<file path="src/abu_pkg.sv">
// constants and types of the address breakpoint unit
// assumes one bus clock and a cpu that reports fetches once per bus cycle
package abu_pkg;
	// register indices on the byte-wide register port
	localparam logic [2:0] ADDR_CTRL_STATUS = 3'h0;
	localparam logic [2:0] ADDR_BRK_HIGH = 3'h1;
	localparam logic [2:0] ADDR_BRK_LOW = 3'h2;
	localparam logic [2:0] ADDR_AUXILIARY = 3'h3;
	localparam logic [2:0] ADDR_WAIT_STATUS = 3'h4;
	localparam logic [2:0] ADDR_FLAG_CLEAR = 3'h5;

	// field positions
	localparam int BIT_BREAK_ENABLE = 7;
	localparam int BIT_BREAK_ACTIVE = 6;
	localparam int BIT_WD_DISABLE = 0;
	localparam int BIT_WAIT_EXIT = 1;
	localparam int BIT_FLAG_CLEAR_EN = 7;

	// reset values
	localparam logic [7:0] RST_BYTE = 8'h00;
	localparam logic [15:0] RST_ADDR = 16'h0000;

	// break vectors, normal and monitor mode
	localparam logic [15:0] VEC_NORMAL = 16'hfffc;
	localparam logic [15:0] VEC_MONITOR = 16'hfefc;

	// break sequencing states
	typedef enum logic [1:0] {
		ST_IDLE = 2'b00,
		ST_PEND = 2'b01,
		ST_REQ = 2'b10,
		ST_ACTIVE = 2'b11
	} abu_state_t;
endpackage

</file>
<file path="src/abu_cmp_if.sv">
// signals between the breakpoint unit and its address comparator
// assumes both ends run on the same bus clock
interface abu_cmp_if;
	logic [15:0] brk_addr;
	logic [15:0] pc_addr;
	logic sample;
	logic armed;
	logic hit;

	modport ctl (output brk_addr, output pc_addr, output sample, output armed, input hit);
	modport cmp (input brk_addr, input pc_addr, input sample, input armed, output hit);
endinterface

</file>
<file path="src/abu_cmp.sv">
// full 16-bit break address comparator
// assumes sample is a one-cycle strobe per bus cycle from the controller
module abu_cmp (
	// comparator channel
	abu_cmp_if.cmp cif
);
	logic [15:0] diff;

	// per-bit equality, one xor per address bit
	genvar gi;
	generate
		for (gi = 0; gi < 16; gi++) begin : g_bit
			assign diff[gi] = cif.brk_addr[gi] ^ cif.pc_addr[gi];
		end
	endgenerate

	// only a sampled, armed cycle can hit
	assign cif.hit = cif.sample & cif.armed & ~(|diff);
endmodule

</file>
<file path="src/abu_top.sv">
// address breakpoint unit: compares program addresses against a break address
// assumes the cpu core and system integration logic share ref_clk, so no
// input here needs a synchroniser; the cpu strobes one bus cycle at a time

// Notes on behaviour
// enabled address match requests a break
// compare only program counter generated addresses
// break forces swi, vector by mode
// writing one to active flag breaks
// return from interrupt ends break state
// opcode match breaks before instruction executes
// operand match breaks after instruction completes
// software break taken before next instruction
// no rebreak on unchanged address
// handler reloads address and clears flag
// software should break on opcode addresses
// enable is bit seven, reset clear
// match sets active flag, software clears
// break address high and low, reset clear
// flag clear enable gates status clearing
// timer frozen during break state
// watchdog off in monitor break if enabled
// watchdog disable bit read write, reset clear
// no match break in wait or stop
// flag shows wait exited by break
// sample once per bus cycle, only enabled
module abu_top (
	// clock and reset
	input wire logic ref_clk,
	input wire logic rst_b,
	// register port
	input wire logic [2:0] reg_addr,
	input wire logic [7:0] reg_wdata,
	input wire logic reg_wr,
	input wire logic reg_rd,
	output logic [7:0] reg_rdata,
	// cpu core status
	input wire logic [15:0] cpu_addr,
	input wire logic cpu_bus_cycle,
	input wire logic cpu_addr_from_pc,
	input wire logic cpu_opcode_fetch,
	input wire logic cpu_instr_boundary,
	input wire logic cpu_rti_done,
	input wire logic cpu_low_power,
	input wire logic cpu_wait_mode,
	input wire logic monitor_mode,
	// to system integration logic
	output logic breakpoint_request,
	output logic force_swi_instr,
	output logic [15:0] break_vector,
	output logic break_state,
	output logic status_clear_allow,
	output logic timer_freeze,
	output logic watchdog_halt
);
	abu_cmp_if cif ();

	logic break_enable_r;
	logic break_active_r;
	logic [7:0] addr_high_r;
	logic [7:0] addr_low_r;
	logic wd_disable_r;
	logic wait_exit_r;
	logic flag_clear_en_r;
	logic armed_r;
	abu_pkg::abu_state_t state_r;
	abu_pkg::abu_state_t state_nxt;
	logic wr_ctrl;
	logic wr_addr;
	logic sw_trigger;
	logic in_break_nxt;

	// write decode
	always_comb begin
		wr_ctrl = 1'b0;
		wr_addr = 1'b0;
		if (reg_wr && reg_addr == abu_pkg::ADDR_CTRL_STATUS) begin
			wr_ctrl = 1'b1;
		end else if (reg_wr && reg_addr == abu_pkg::ADDR_BRK_HIGH) begin
			wr_addr = 1'b1;
		end else if (reg_wr && reg_addr == abu_pkg::ADDR_BRK_LOW) begin
			wr_addr = 1'b1;
		end
	end

	// a written one only triggers outside a break already in progress
	assign sw_trigger = wr_ctrl & reg_wdata[abu_pkg::BIT_BREAK_ACTIVE]
		& (state_r == abu_pkg::ST_IDLE);

	// comparator channel
	assign cif.brk_addr = {addr_high_r, addr_low_r};
	assign cif.pc_addr = cpu_addr;
	// address bus is frozen in wait and stop, so no match is sampled there
	assign cif.sample = cpu_bus_cycle & cpu_addr_from_pc & ~cpu_low_power;
	assign cif.armed = break_enable_r & armed_r & (state_r == abu_pkg::ST_IDLE);

	abu_cmp u_cmp (
		.cif(cif)
	);

	// enable bit, cleared by writing zero or by reset
	always_ff @(posedge ref_clk) begin
		if (!rst_b) begin
			break_enable_r <= 1'b0;
		end else if (wr_ctrl) begin
			break_enable_r <= reg_wdata[abu_pkg::BIT_BREAK_ENABLE];
		end
	end

	// active flag: hardware set wins over a software clear
	always_ff @(posedge ref_clk) begin
		if (!rst_b) begin
			break_active_r <= 1'b0;
		end else if (cif.hit || sw_trigger) begin
			break_active_r <= 1'b1;
		end else if (wr_ctrl) begin
			break_active_r <= reg_wdata[abu_pkg::BIT_BREAK_ACTIVE];
		end
	end

	// break address bytes
	always_ff @(posedge ref_clk) begin
		if (!rst_b) begin
			addr_high_r <= abu_pkg::RST_BYTE;
			addr_low_r <= abu_pkg::RST_BYTE;
		end else if (reg_wr && reg_addr == abu_pkg::ADDR_BRK_HIGH) begin
			addr_high_r <= reg_wdata;
		end else if (reg_wr && reg_addr == abu_pkg::ADDR_BRK_LOW) begin
			addr_low_r <= reg_wdata;
		end
	end

	// a hit disarms; only a fresh break address re-arms, so returning to a
	// still-matching address after the handler does not loop forever
	always_ff @(posedge ref_clk) begin
		if (!rst_b) begin
			armed_r <= 1'b1;
		end else if (cif.hit) begin
			armed_r <= 1'b0;
		end else if (wr_addr) begin
			armed_r <= 1'b1;
		end
	end

	// auxiliary and flag clear control bits
	always_ff @(posedge ref_clk) begin
		if (!rst_b) begin
			wd_disable_r <= 1'b0;
			flag_clear_en_r <= 1'b0;
		end else if (reg_wr && reg_addr == abu_pkg::ADDR_AUXILIARY) begin
			wd_disable_r <= reg_wdata[abu_pkg::BIT_WD_DISABLE];
		end else if (reg_wr && reg_addr == abu_pkg::ADDR_FLAG_CLEAR) begin
			flag_clear_en_r <= reg_wdata[abu_pkg::BIT_FLAG_CLEAR_EN];
		end
	end

	// wait exit flag: set when a break is issued from wait, set wins
	always_ff @(posedge ref_clk) begin
		if (!rst_b) begin
			wait_exit_r <= 1'b0;
		end else if (state_nxt == abu_pkg::ST_REQ && cpu_wait_mode) begin
			wait_exit_r <= 1'b1;
		end else if (reg_wr && reg_addr == abu_pkg::ADDR_WAIT_STATUS) begin
			wait_exit_r <= reg_wdata[abu_pkg::BIT_WAIT_EXIT];
		end
	end

	// break sequencing
	always_comb begin
		state_nxt = state_r;
		case (state_r)
			abu_pkg::ST_IDLE: begin
				if (cif.hit && cpu_opcode_fetch) begin
					state_nxt = abu_pkg::ST_REQ;
				end else if (cif.hit || sw_trigger) begin
					state_nxt = abu_pkg::ST_PEND;
				end
			end
			abu_pkg::ST_PEND: begin
				if (cpu_instr_boundary) begin
					state_nxt = abu_pkg::ST_REQ;
				end
			end
			abu_pkg::ST_REQ: begin
				state_nxt = abu_pkg::ST_ACTIVE;
			end
			abu_pkg::ST_ACTIVE: begin
				if (cpu_rti_done) begin
					state_nxt = abu_pkg::ST_IDLE;
				end
			end
			default: begin
				state_nxt = abu_pkg::ST_IDLE;
			end
		endcase
	end

	always_ff @(posedge ref_clk) begin
		if (!rst_b) begin
			state_r <= abu_pkg::ST_IDLE;
		end else begin
			state_r <= state_nxt;
		end
	end

	assign in_break_nxt = (state_nxt == abu_pkg::ST_REQ) || (state_nxt == abu_pkg::ST_ACTIVE);

	// request pulse and swi forcing, both from flops
	always_ff @(posedge ref_clk) begin
		if (!rst_b) begin
			breakpoint_request <= 1'b0;
			force_swi_instr <= 1'b0;
		end else begin
			breakpoint_request <= (state_nxt == abu_pkg::ST_REQ);
			force_swi_instr <= (state_nxt == abu_pkg::ST_REQ);
		end
	end

	// vector follows monitor mode continuously
	always_ff @(posedge ref_clk) begin
		if (!rst_b) begin
			break_vector <= abu_pkg::VEC_NORMAL;
		end else if (monitor_mode) begin
			break_vector <= abu_pkg::VEC_MONITOR;
		end else begin
			break_vector <= abu_pkg::VEC_NORMAL;
		end
	end

	// break state side effects on other modules
	always_ff @(posedge ref_clk) begin
		if (!rst_b) begin
			break_state <= 1'b0;
			status_clear_allow <= 1'b1;
			timer_freeze <= 1'b0;
			watchdog_halt <= 1'b0;
		end else begin
			break_state <= in_break_nxt;
			status_clear_allow <= ~in_break_nxt | flag_clear_en_r;
			timer_freeze <= in_break_nxt;
			watchdog_halt <= in_break_nxt & monitor_mode & wd_disable_r;
		end
	end

	// read data, one cycle after the strobe, zero otherwise
	always_ff @(posedge ref_clk) begin
		if (!rst_b) begin
			reg_rdata <= abu_pkg::RST_BYTE;
		end else if (!reg_rd) begin
			reg_rdata <= abu_pkg::RST_BYTE;
		end else if (reg_addr == abu_pkg::ADDR_CTRL_STATUS) begin
			reg_rdata <= {break_enable_r, break_active_r, 6'h00};
		end else if (reg_addr == abu_pkg::ADDR_BRK_HIGH) begin
			reg_rdata <= addr_high_r;
		end else if (reg_addr == abu_pkg::ADDR_BRK_LOW) begin
			reg_rdata <= addr_low_r;
		end else if (reg_addr == abu_pkg::ADDR_AUXILIARY) begin
			reg_rdata <= {7'h00, wd_disable_r};
		end else if (reg_addr == abu_pkg::ADDR_WAIT_STATUS) begin
			reg_rdata <= {6'h00, wait_exit_r, 1'b0};
		end else if (reg_addr == abu_pkg::ADDR_FLAG_CLEAR) begin
			reg_rdata <= {flag_clear_en_r, 7'h00};
		end else begin
			reg_rdata <= abu_pkg::RST_BYTE;
		end
	end
endmodule

</file>
<file path="config.mk">
export PLATFORM = sky130hd
export DESIGN_NAME = abu_top
export DESIGN_NICKNAME = d
export VERILOG_FILES = /design/src/abu_pkg.sv /design/src/abu_cmp_if.sv /design/src/abu_cmp.sv /design/src/abu_top.sv
export SDC_FILE = /design/constraint.sdc
export NUM_CORES = 1
export LEC_CHECK = 0
export BUFFER_PORTS_ARGS = -buffer_cell sky130_fd_sc_hd__buf_2
export CAP_MARGIN = 20
export CELL_PAD_IN_SITES_DETAIL_PLACEMENT = 1
export CELL_PAD_IN_SITES_GLOBAL_PLACEMENT = 1
export CORE_ASPECT_RATIO = 1.75
export CORE_UTILIZATION = 38
export DETAILED_ROUTE_END_ITERATION = 8
export HOLD_SLACK_MARGIN = 0.12
export PLACE_DENSITY = 0.88
export SYNTH_ARGS = -nofsm -noshare
export SYNTH_HDL_FRONTEND = slang
export SYNTH_SLANG_ARGS = --single-unit
</file>
<file path="constraint.sdc">
create_clock -name ref_clk -period 4.75 [get_ports ref_clk]
set_input_delay 0.95 -clock ref_clk [delete_from_list [all_inputs] [get_ports ref_clk]]
set_output_delay 0.95 -clock ref_clk [all_outputs]
set_load 0.005 [all_outputs]
</file>
# After elaboration in Yosys (flattened, before gate mapping)

Index checks and enable logic that the tools add are counted.

Flip-flop bits (word level): 52
Bits in latches: 0
RAM bits: 0
Bits in read-only memories: 0
Bits of input ports: 39
Output and inout bits: 30
Word-level logic and storage cells: 102
Memories: 0

Add/subtract/negate cells: 0
Multipliers: 0
Div/mod/pow operators: 0
Order comparisons: 0
Eq/ne operators: 10
Shift-type cells: 0
Mux-type cells: 22
Bitwise logic cells: 34
Reduce and logical (&&, ||, !) cells: 20

Operators with widths:

| operator             | number |
|---|---|
| $mux W8              | 6 |
| $reduce_or A16 Y1    | 1 |
| $xor A1 B1 Y1        | 16 |
| $and A1 B1 Y1        | 10 |
| $mux W1              | 10 |
| $mux W9              | 1 |
| $eq A2 B2 Y1 const B | 4 |
| $logic_and A1 B1 Y1  | 8 |
| $mux W2              | 4 |
| $pmux W2 S4          | 1 |
| $not A1 Y1           | 7 |
| $eq A3 B2 Y1 const B | 2 |
| $eq A3 B3 Y1 const B | 2 |
| $reduce_and A2 Y1    | 3 |
| $reduce_bool A2 Y1   | 3 |
| $eq A3 B1 Y1 const B | 1 |
| $logic_not A3 Y1     | 1 |
| $reduce_or A3 Y1     | 1 |
| $eq A2 B1 Y1 const B | 1 |
| $logic_not A2 Y1     | 1 |
| $logic_or A1 B1 Y1   | 2 |
| $or A1 B1 Y1         | 1 |

# Logic depth before layout (Yosys ltp)

Depth in word-level cells: 13
Depth in mapped cells: 6

# Modules after synthesis

Synthesis repeated with hierarchy kept, for this count alone.

Cell total of the unflattened synthesis: 214
Area, all modules: 1871.8 um2

By module, submodules not included:

| module  | instances | cells each | area an instance (um2) |
|---|---|---|---|
| abu_top | 1         | 192        | 1687.9 |
| abu_cmp | 1         | 22         | 183.9 |

# Worst setup path before layout

OpenSTA, ideal clock, no wires.

Kind: in2reg
Start point: input port reg_addr[2]
End point: register wait_exit_r
Setup time: 0.125 ns
Data arrival time: 2.125 ns
Slack: 2.500 ns
Stages: 6
Cells stage by stage: clkbuf_1 > nor2b_1 > and3b_1 > mux2_1 > o21ai_1 > o41ai_2

Cells in the longest elaborated chain, start to end: 12
Elaborated cells on any way between the ends: 15

Ends and longest elaborated chain:

| element                                       | RTL line       | RTL |
|---|---|---|
| start, declared                               | abu_top.sv:32  | `input wire logic [2:0] reg_addr,` |
| $logic_not A3 Y1                              | abu_top.sv:77  | `if (reg_wr && reg_addr == abu_pkg::ADDR_CTRL_STATUS) begin` |
| $logic_and A1 B1 Y1                           | abu_top.sv:77  |  |
| $mux W1                                       | abu_top.sv:77  |  |
| $and A1 B1 Y1                                 | abu_top.sv:87  | `assign sw_trigger = wr_ctrl & reg_wdata[abu_pkg::BIT_BREAK_ACTIVE]` |
| $and A1 B1 Y1                                 | abu_top.sv:88  | `& (state_r == abu_pkg::ST_IDLE);` |
| $logic_or A1 B1 Y1                            | abu_top.sv:175 | `end else if (cif.hit \|\| sw_trigger) begin` |
| $mux W2                                       | abu_top.sv:175 |  |
| $mux W2                                       | abu_top.sv:173 | `if (cif.hit && cpu_opcode_fetch) begin` |
| $pmux W2 S4                                   | abu_top.sv:171 | `case (state_r)` |
| $eq A2 B2 Y1                                  | abu_top.sv:161 | `end else if (state_nxt == abu_pkg::ST_REQ && cpu_wait_mode) begin` |
| $logic_and A1 B1 Y1                           | abu_top.sv:161 |  |
| $mux W1 or $reduce_bool A2 Y1 (tied branches) | n/a            |  |
| end signal, assigned                          | abu_top.sv:164 | `wait_exit_r <= reg_wdata[abu_pkg::BIT_WAIT_EXIT];` |
| end, declared                                 | abu_top.sv:63  | `logic wait_exit_r;` |

Several ways; a longest one is shown, not always the timed one.
A chain may end at the register's enable or synchronous reset.

# Final worst setup path

Start point: input port reg_addr[0]
End point: register addr_high_r[6]

Cells in the longest elaborated chain, start to end: 2

Ends and longest elaborated chain:

| element              | RTL line       | RTL |
|---|---|---|
| $eq A3 B1 Y1         | abu_top.sv:126 | `end else if (reg_wr && reg_addr == abu_pkg::ADDR_BRK_HIGH) begin` |
| $logic_and A1 B1 Y1  | abu_top.sv:126 |  |
| end signal, assigned | abu_top.sv:124 | `addr_high_r <= abu_pkg::RST_BYTE;` |
| end signal, assigned | abu_top.sv:127 | `addr_high_r <= reg_wdata;` |
| end, declared        | abu_top.sv:60  | `logic [7:0] addr_high_r;` |

Every way passes these cells.

==> results <==
- The run finished with clean final reports.
- The remaining number of nets flagged by the antenna check after routing is 0.
- Counting distinct cell types in the post-synthesis netlist gives 36.
- The die covers 5180 sq um.
- The via count of the first global-routing pass is 1,676.
- Clock-pin slew was measured on the worst setup and hold paths at 0.08 ns.
- The reported leakage power is 0.000884 uW.
- Counting stages on the worst path, the most repeated cell is sky130_fd_sc_hd__nand2_1.
- During placement, the flow inserted port buffers numbering 53.
- The uppermost metal layer occupied by signal nets is met4.
- For this design, the sink count on the clock tree is 37.
- For this run, asynchronously set or reset flops after synthesis account for 0%.
- Derived from the worst setup path, the maximum achievable clock frequency is 438 MHz.
- Dividing the detail-routed via count by the number of cells gives 5.15.
- The maximum cell stage delay along the critical path is 0.51 ns.
- The wire length of the first global-routing pass is 7.82 mm.
- The total global routing overflow is 0.
- Setup repair after global routing left no endpoint under its margin.
- The number of buffers inserted during clock tree synthesis is 5.
- Leaving out fill and tap cells, the most frequent cells in the layout are sky130_fd_sc_hd__buf_2 (53), sky130_fd_sc_hd__nand2_1 (43), sky130_fd_sc_hd__dfxtp_1 (37).
- The tightest min-delay check is of the reg -> reg type.
- In this run the tightest slew margin relative to its limit is 53.3%.
- The class of the most critical setup path is in -> reg.
- Together, buffers and inverters on the worst path number 1.
- The xor and xnor area share after synthesis is 7.54%.
- Before antenna repair, the detailed router went through 4 iterations.
- In the final routing, the length of wire on met1 measures 1.76 mm.
- The number of synthesized register bits is 37.
- Routability-driven placement finished with a final weighted congestion of 0.799.
- 0 antenna diodes ended up in the layout.
- The die is 94.5 um tall.
- The number of instances in the placed design is 310.
- After synthesis, the cell types taking the most area are sky130_fd_sc_hd__dfxtp_1 (40%), sky130_fd_sc_hd__nand2_1 (8.7%), sky130_fd_sc_hd__xnor2_1 (7.5%).
- The maximum clock skew at final layout is 0.00695 ns.
- The commonest non-fill, non-tap cell in the layout is sky130_fd_sc_hd__buf_2.
- The sum of met2 wire segment lengths after detailed routing is 2.78 mm.
- The number of standard cells in the final layout excluding fillers is 318.
- In the synthesized netlist, the number of instances is 219.
- The count of nets after finishing is 304.
- For this design, the slowest cell found on the critical path is sky130_fd_sc_hd__nor2_1.
- TritonCTS built the clock tree.
- The fraction of synthesized cell area taken by the top area cell type is 39.9%.
- The insertion delay of the later-clocked pin in the worst-skew pair is 0.29 ns.
- The number of flops mapped to enable cells by yosys is 0.
- Yosys printed 0 warnings.
- Global routing consumed, over all layers together, 21.5% of the routing resources.
- The setup-violating endpoint count in the final report is 0.
- The portion of synthesized area spent on multiplexers is 3.37%.
- The main combinational cell family by area after synthesis is simple AND/OR/NAND/NOR gates.
- At the worst endpoint, the required time is 4.98 ns.
- The type of destination of the critical path is a register.
- The number of setup buffers added after CTS is 0.
- The power per unit of standard cell area is 312 nW/um^2.
- The CTS H-tree depth is 2.
- The setup total negative slack is 0 ns.
- The number of top-level pins is 69.
- Of the available clock period, the critical path in the final layout requires 48.0%.
- The most area-hungry cell type in the Yosys netlist is sky130_fd_sc_hd__dfxtp_1.
- The total of hold buffers inserted after clock tree synthesis is 0.
- In this run the cell area of the synthesized design comes to 1860 sq um.
- The average size of a mapped cell is 8.48 sq um.
- On the critical path the largest part of the delay comes from simple AND/OR/NAND/NOR gates.
- Once detailed placement completed, the half-perimeter wirelength came to 3.74 mm.
- Entering global routing, the biggest net connects 30 pins.
- The count of cells resized by post-cts repair is 0.
- The routed length per placed instance is 15.2 um.
- The core occupancy in the finished layout is 46.6%.
- The maximum count of clock buffers along a single path is 2.
- The number of remaining DRC errors is 0.
- The number of antenna violations at the first check in global routing was 0.
- Along the worst path, the maximum fanout reaches 14.
- The final hold violation count is 0.
- For the worst setup path, the data arrival time is 2.51 ns.
- The number of pins exceeding their max-slew limit in the final report was 0.
- The share of layout cells above drive strength 1 is 25.9%.
- After Yosys synthesis, full adders, half adders and majority gates account for 0% of the synthesized area.
- Wires add up to 4.82 mm.
- The signal on the critical path passes through buf_2, nor2b_1, nand2_1, nor2_1, nand2_1, a21boi_1.
- The master cell of the clock root buffer is sky130_fd_sc_hd__clkbuf_8.
- The area growth from synthesis to layout is 18.0%.
- Detailed routing inserted a total of 1,639 vias.
- The compound-gate portion of the synthesized area is 14.4%.
- Once the floorplan was initialized, standard cells occupied 39.5% of the core.
- STA classifies the critical path startpoint as an input port.
- For this run, the register share of the synthesized area comes to 39.9%.
- The worst voltage drop across the vdd grid is 0.216 mV.
- The worst path in the final design needs a cycle of 2.28 ns, including I/O delays and setup.
- In this run the core area contains 33 standard-cell rows.
- For the pin with the worst max-slew slack, the measured transition is 0.696 ns.
- Measured along the x axis, the die boundary spans 54.9 um.
- The first routing iteration left 23 violations.
- The count of maximum capacitance violations is 0.
- The post-synthesis share of cell area spent on and, or, nand and nor gates is 24.9%.
- The area of the core is 4710 sq um.
- The top flip-flop cell by instance count after synthesis is sky130_fd_sc_hd__dfxtp_1.
- After detailed routing, the met3 layer carries 211 um of wire.
==> cell type report <==
type	count	area, sq um
Clock buffer	6	82.6
Inverter	3	11.3
Clock inverter	2	37.5
Tap cell	52	65.1
Multi-Input combinational cell	165	990
Sequential cell	37	741
Fill cell	603	2510
Timing Repair Buffer	53	265
==> state kept, by name, summed over array words and instances (netlist names) <==
register and cells:
watchdog_halt 1, break_vector 1, flag_clear_en_r 1, state_r 2, break_active_r 1, timer_freeze 1, addr_high_r 8, break_enable_r 1
addr_low_r 8, status_clear_allow 1, wd_disable_r 1, armed_r 1, wait_exit_r 1, reg_rdata 8, force_swi_instr 1
==> cells by family after synthesis <==
logic type             after synthesis
AO/OA/AOI/OAI                       36
AND/OR/NAND/NOR                     92
buffers and inverters               30
other                                2
XOR/XNOR                            16
flip-flops                          37
multiplexers                         6
==> layer usage <==
layer / global-route usage (%) / vias up
met4: 6.41 / 0
met3: 4.67 / 6
met1: 21.4 / 785
li1: - / 801
met2: 40.9 / 47
met5: 0 / -
==> power by group <==
part	switching, uW	total (uW)	internal, uW
registers	6.69	324	317
clock network	115	285	171
logic	41.4	74.6	33.3
total	163	684	521
==> path summary, 6_finish.rpt <==
path / to / slack, ns / cells after the start / startpoint
max: addr_high_r[6] / 2.47 / 6 / reg_addr[0]
min: watchdog_halt / 0.49 / 2 / wd_disable_r
max reg2reg: status_clear_allow / 2.91 / 4 / state_r[1]
min reg2reg: watchdog_halt / 0.49 / 2 / wd_disable_r
==> synthesized netlist by cell type (2+ instances only) <==
library cell,count
sky130_fd_sc_hd__a22oi_1,6
sky130_fd_sc_hd__xnor2_1,16
sky130_fd_sc_hd__mux2i_1,4
sky130_fd_sc_hd__a32oi_1,2
sky130_fd_sc_hd__conb_1,2
sky130_fd_sc_hd__nor3_1,5
sky130_fd_sc_hd__buf_4,17
sky130_fd_sc_hd__nand2_1,43
sky130_fd_sc_hd__a21oi_1,2
sky130_fd_sc_hd__inv_1,3
sky130_fd_sc_hd__nor2_1,12
sky130_fd_sc_hd__clkbuf_1,10
sky130_fd_sc_hd__nor2b_1,10
sky130_fd_sc_hd__dfxtp_1,37
sky130_fd_sc_hd__nor3_2,3
sky130_fd_sc_hd__nand3_1,3
sky130_fd_sc_hd__a21boi_1,17
sky130_fd_sc_hd__o21ai_1,3
sky130_fd_sc_hd__and3b_1,2
sky130_fd_sc_hd__nand4_1,6
==> worst reg2reg max path, cell delays in order (launching register included) <==
cell	delay, ns
sky130_fd_sc_hd__dfxtp_1	0.40
sky130_fd_sc_hd__or4_4	0.58
sky130_fd_sc_hd__nor3_2	0.18
sky130_fd_sc_hd__a311oi_1	0.21
sky130_fd_sc_hd__or3_1	0.36
==> through the flow <==
stage | setup slack [ns] | instance area [sq um] | total power (uW) | hold slack (ns)
after floorplan | 2.50 | 1910 | 383 | 0.434
after global placement | 2.24 | 2070 | 403 | 0.462
after detailed placement | 2.19 | 2070 | 405 | 0.473
after CTS | 2.49 | 2190 | 690 | 0.485
after global routing | 2.34 | 2190 | 714 | 0.501
final | 2.47 | 2190 | 684 | 0.486
(Power assumes the default switching activity.)
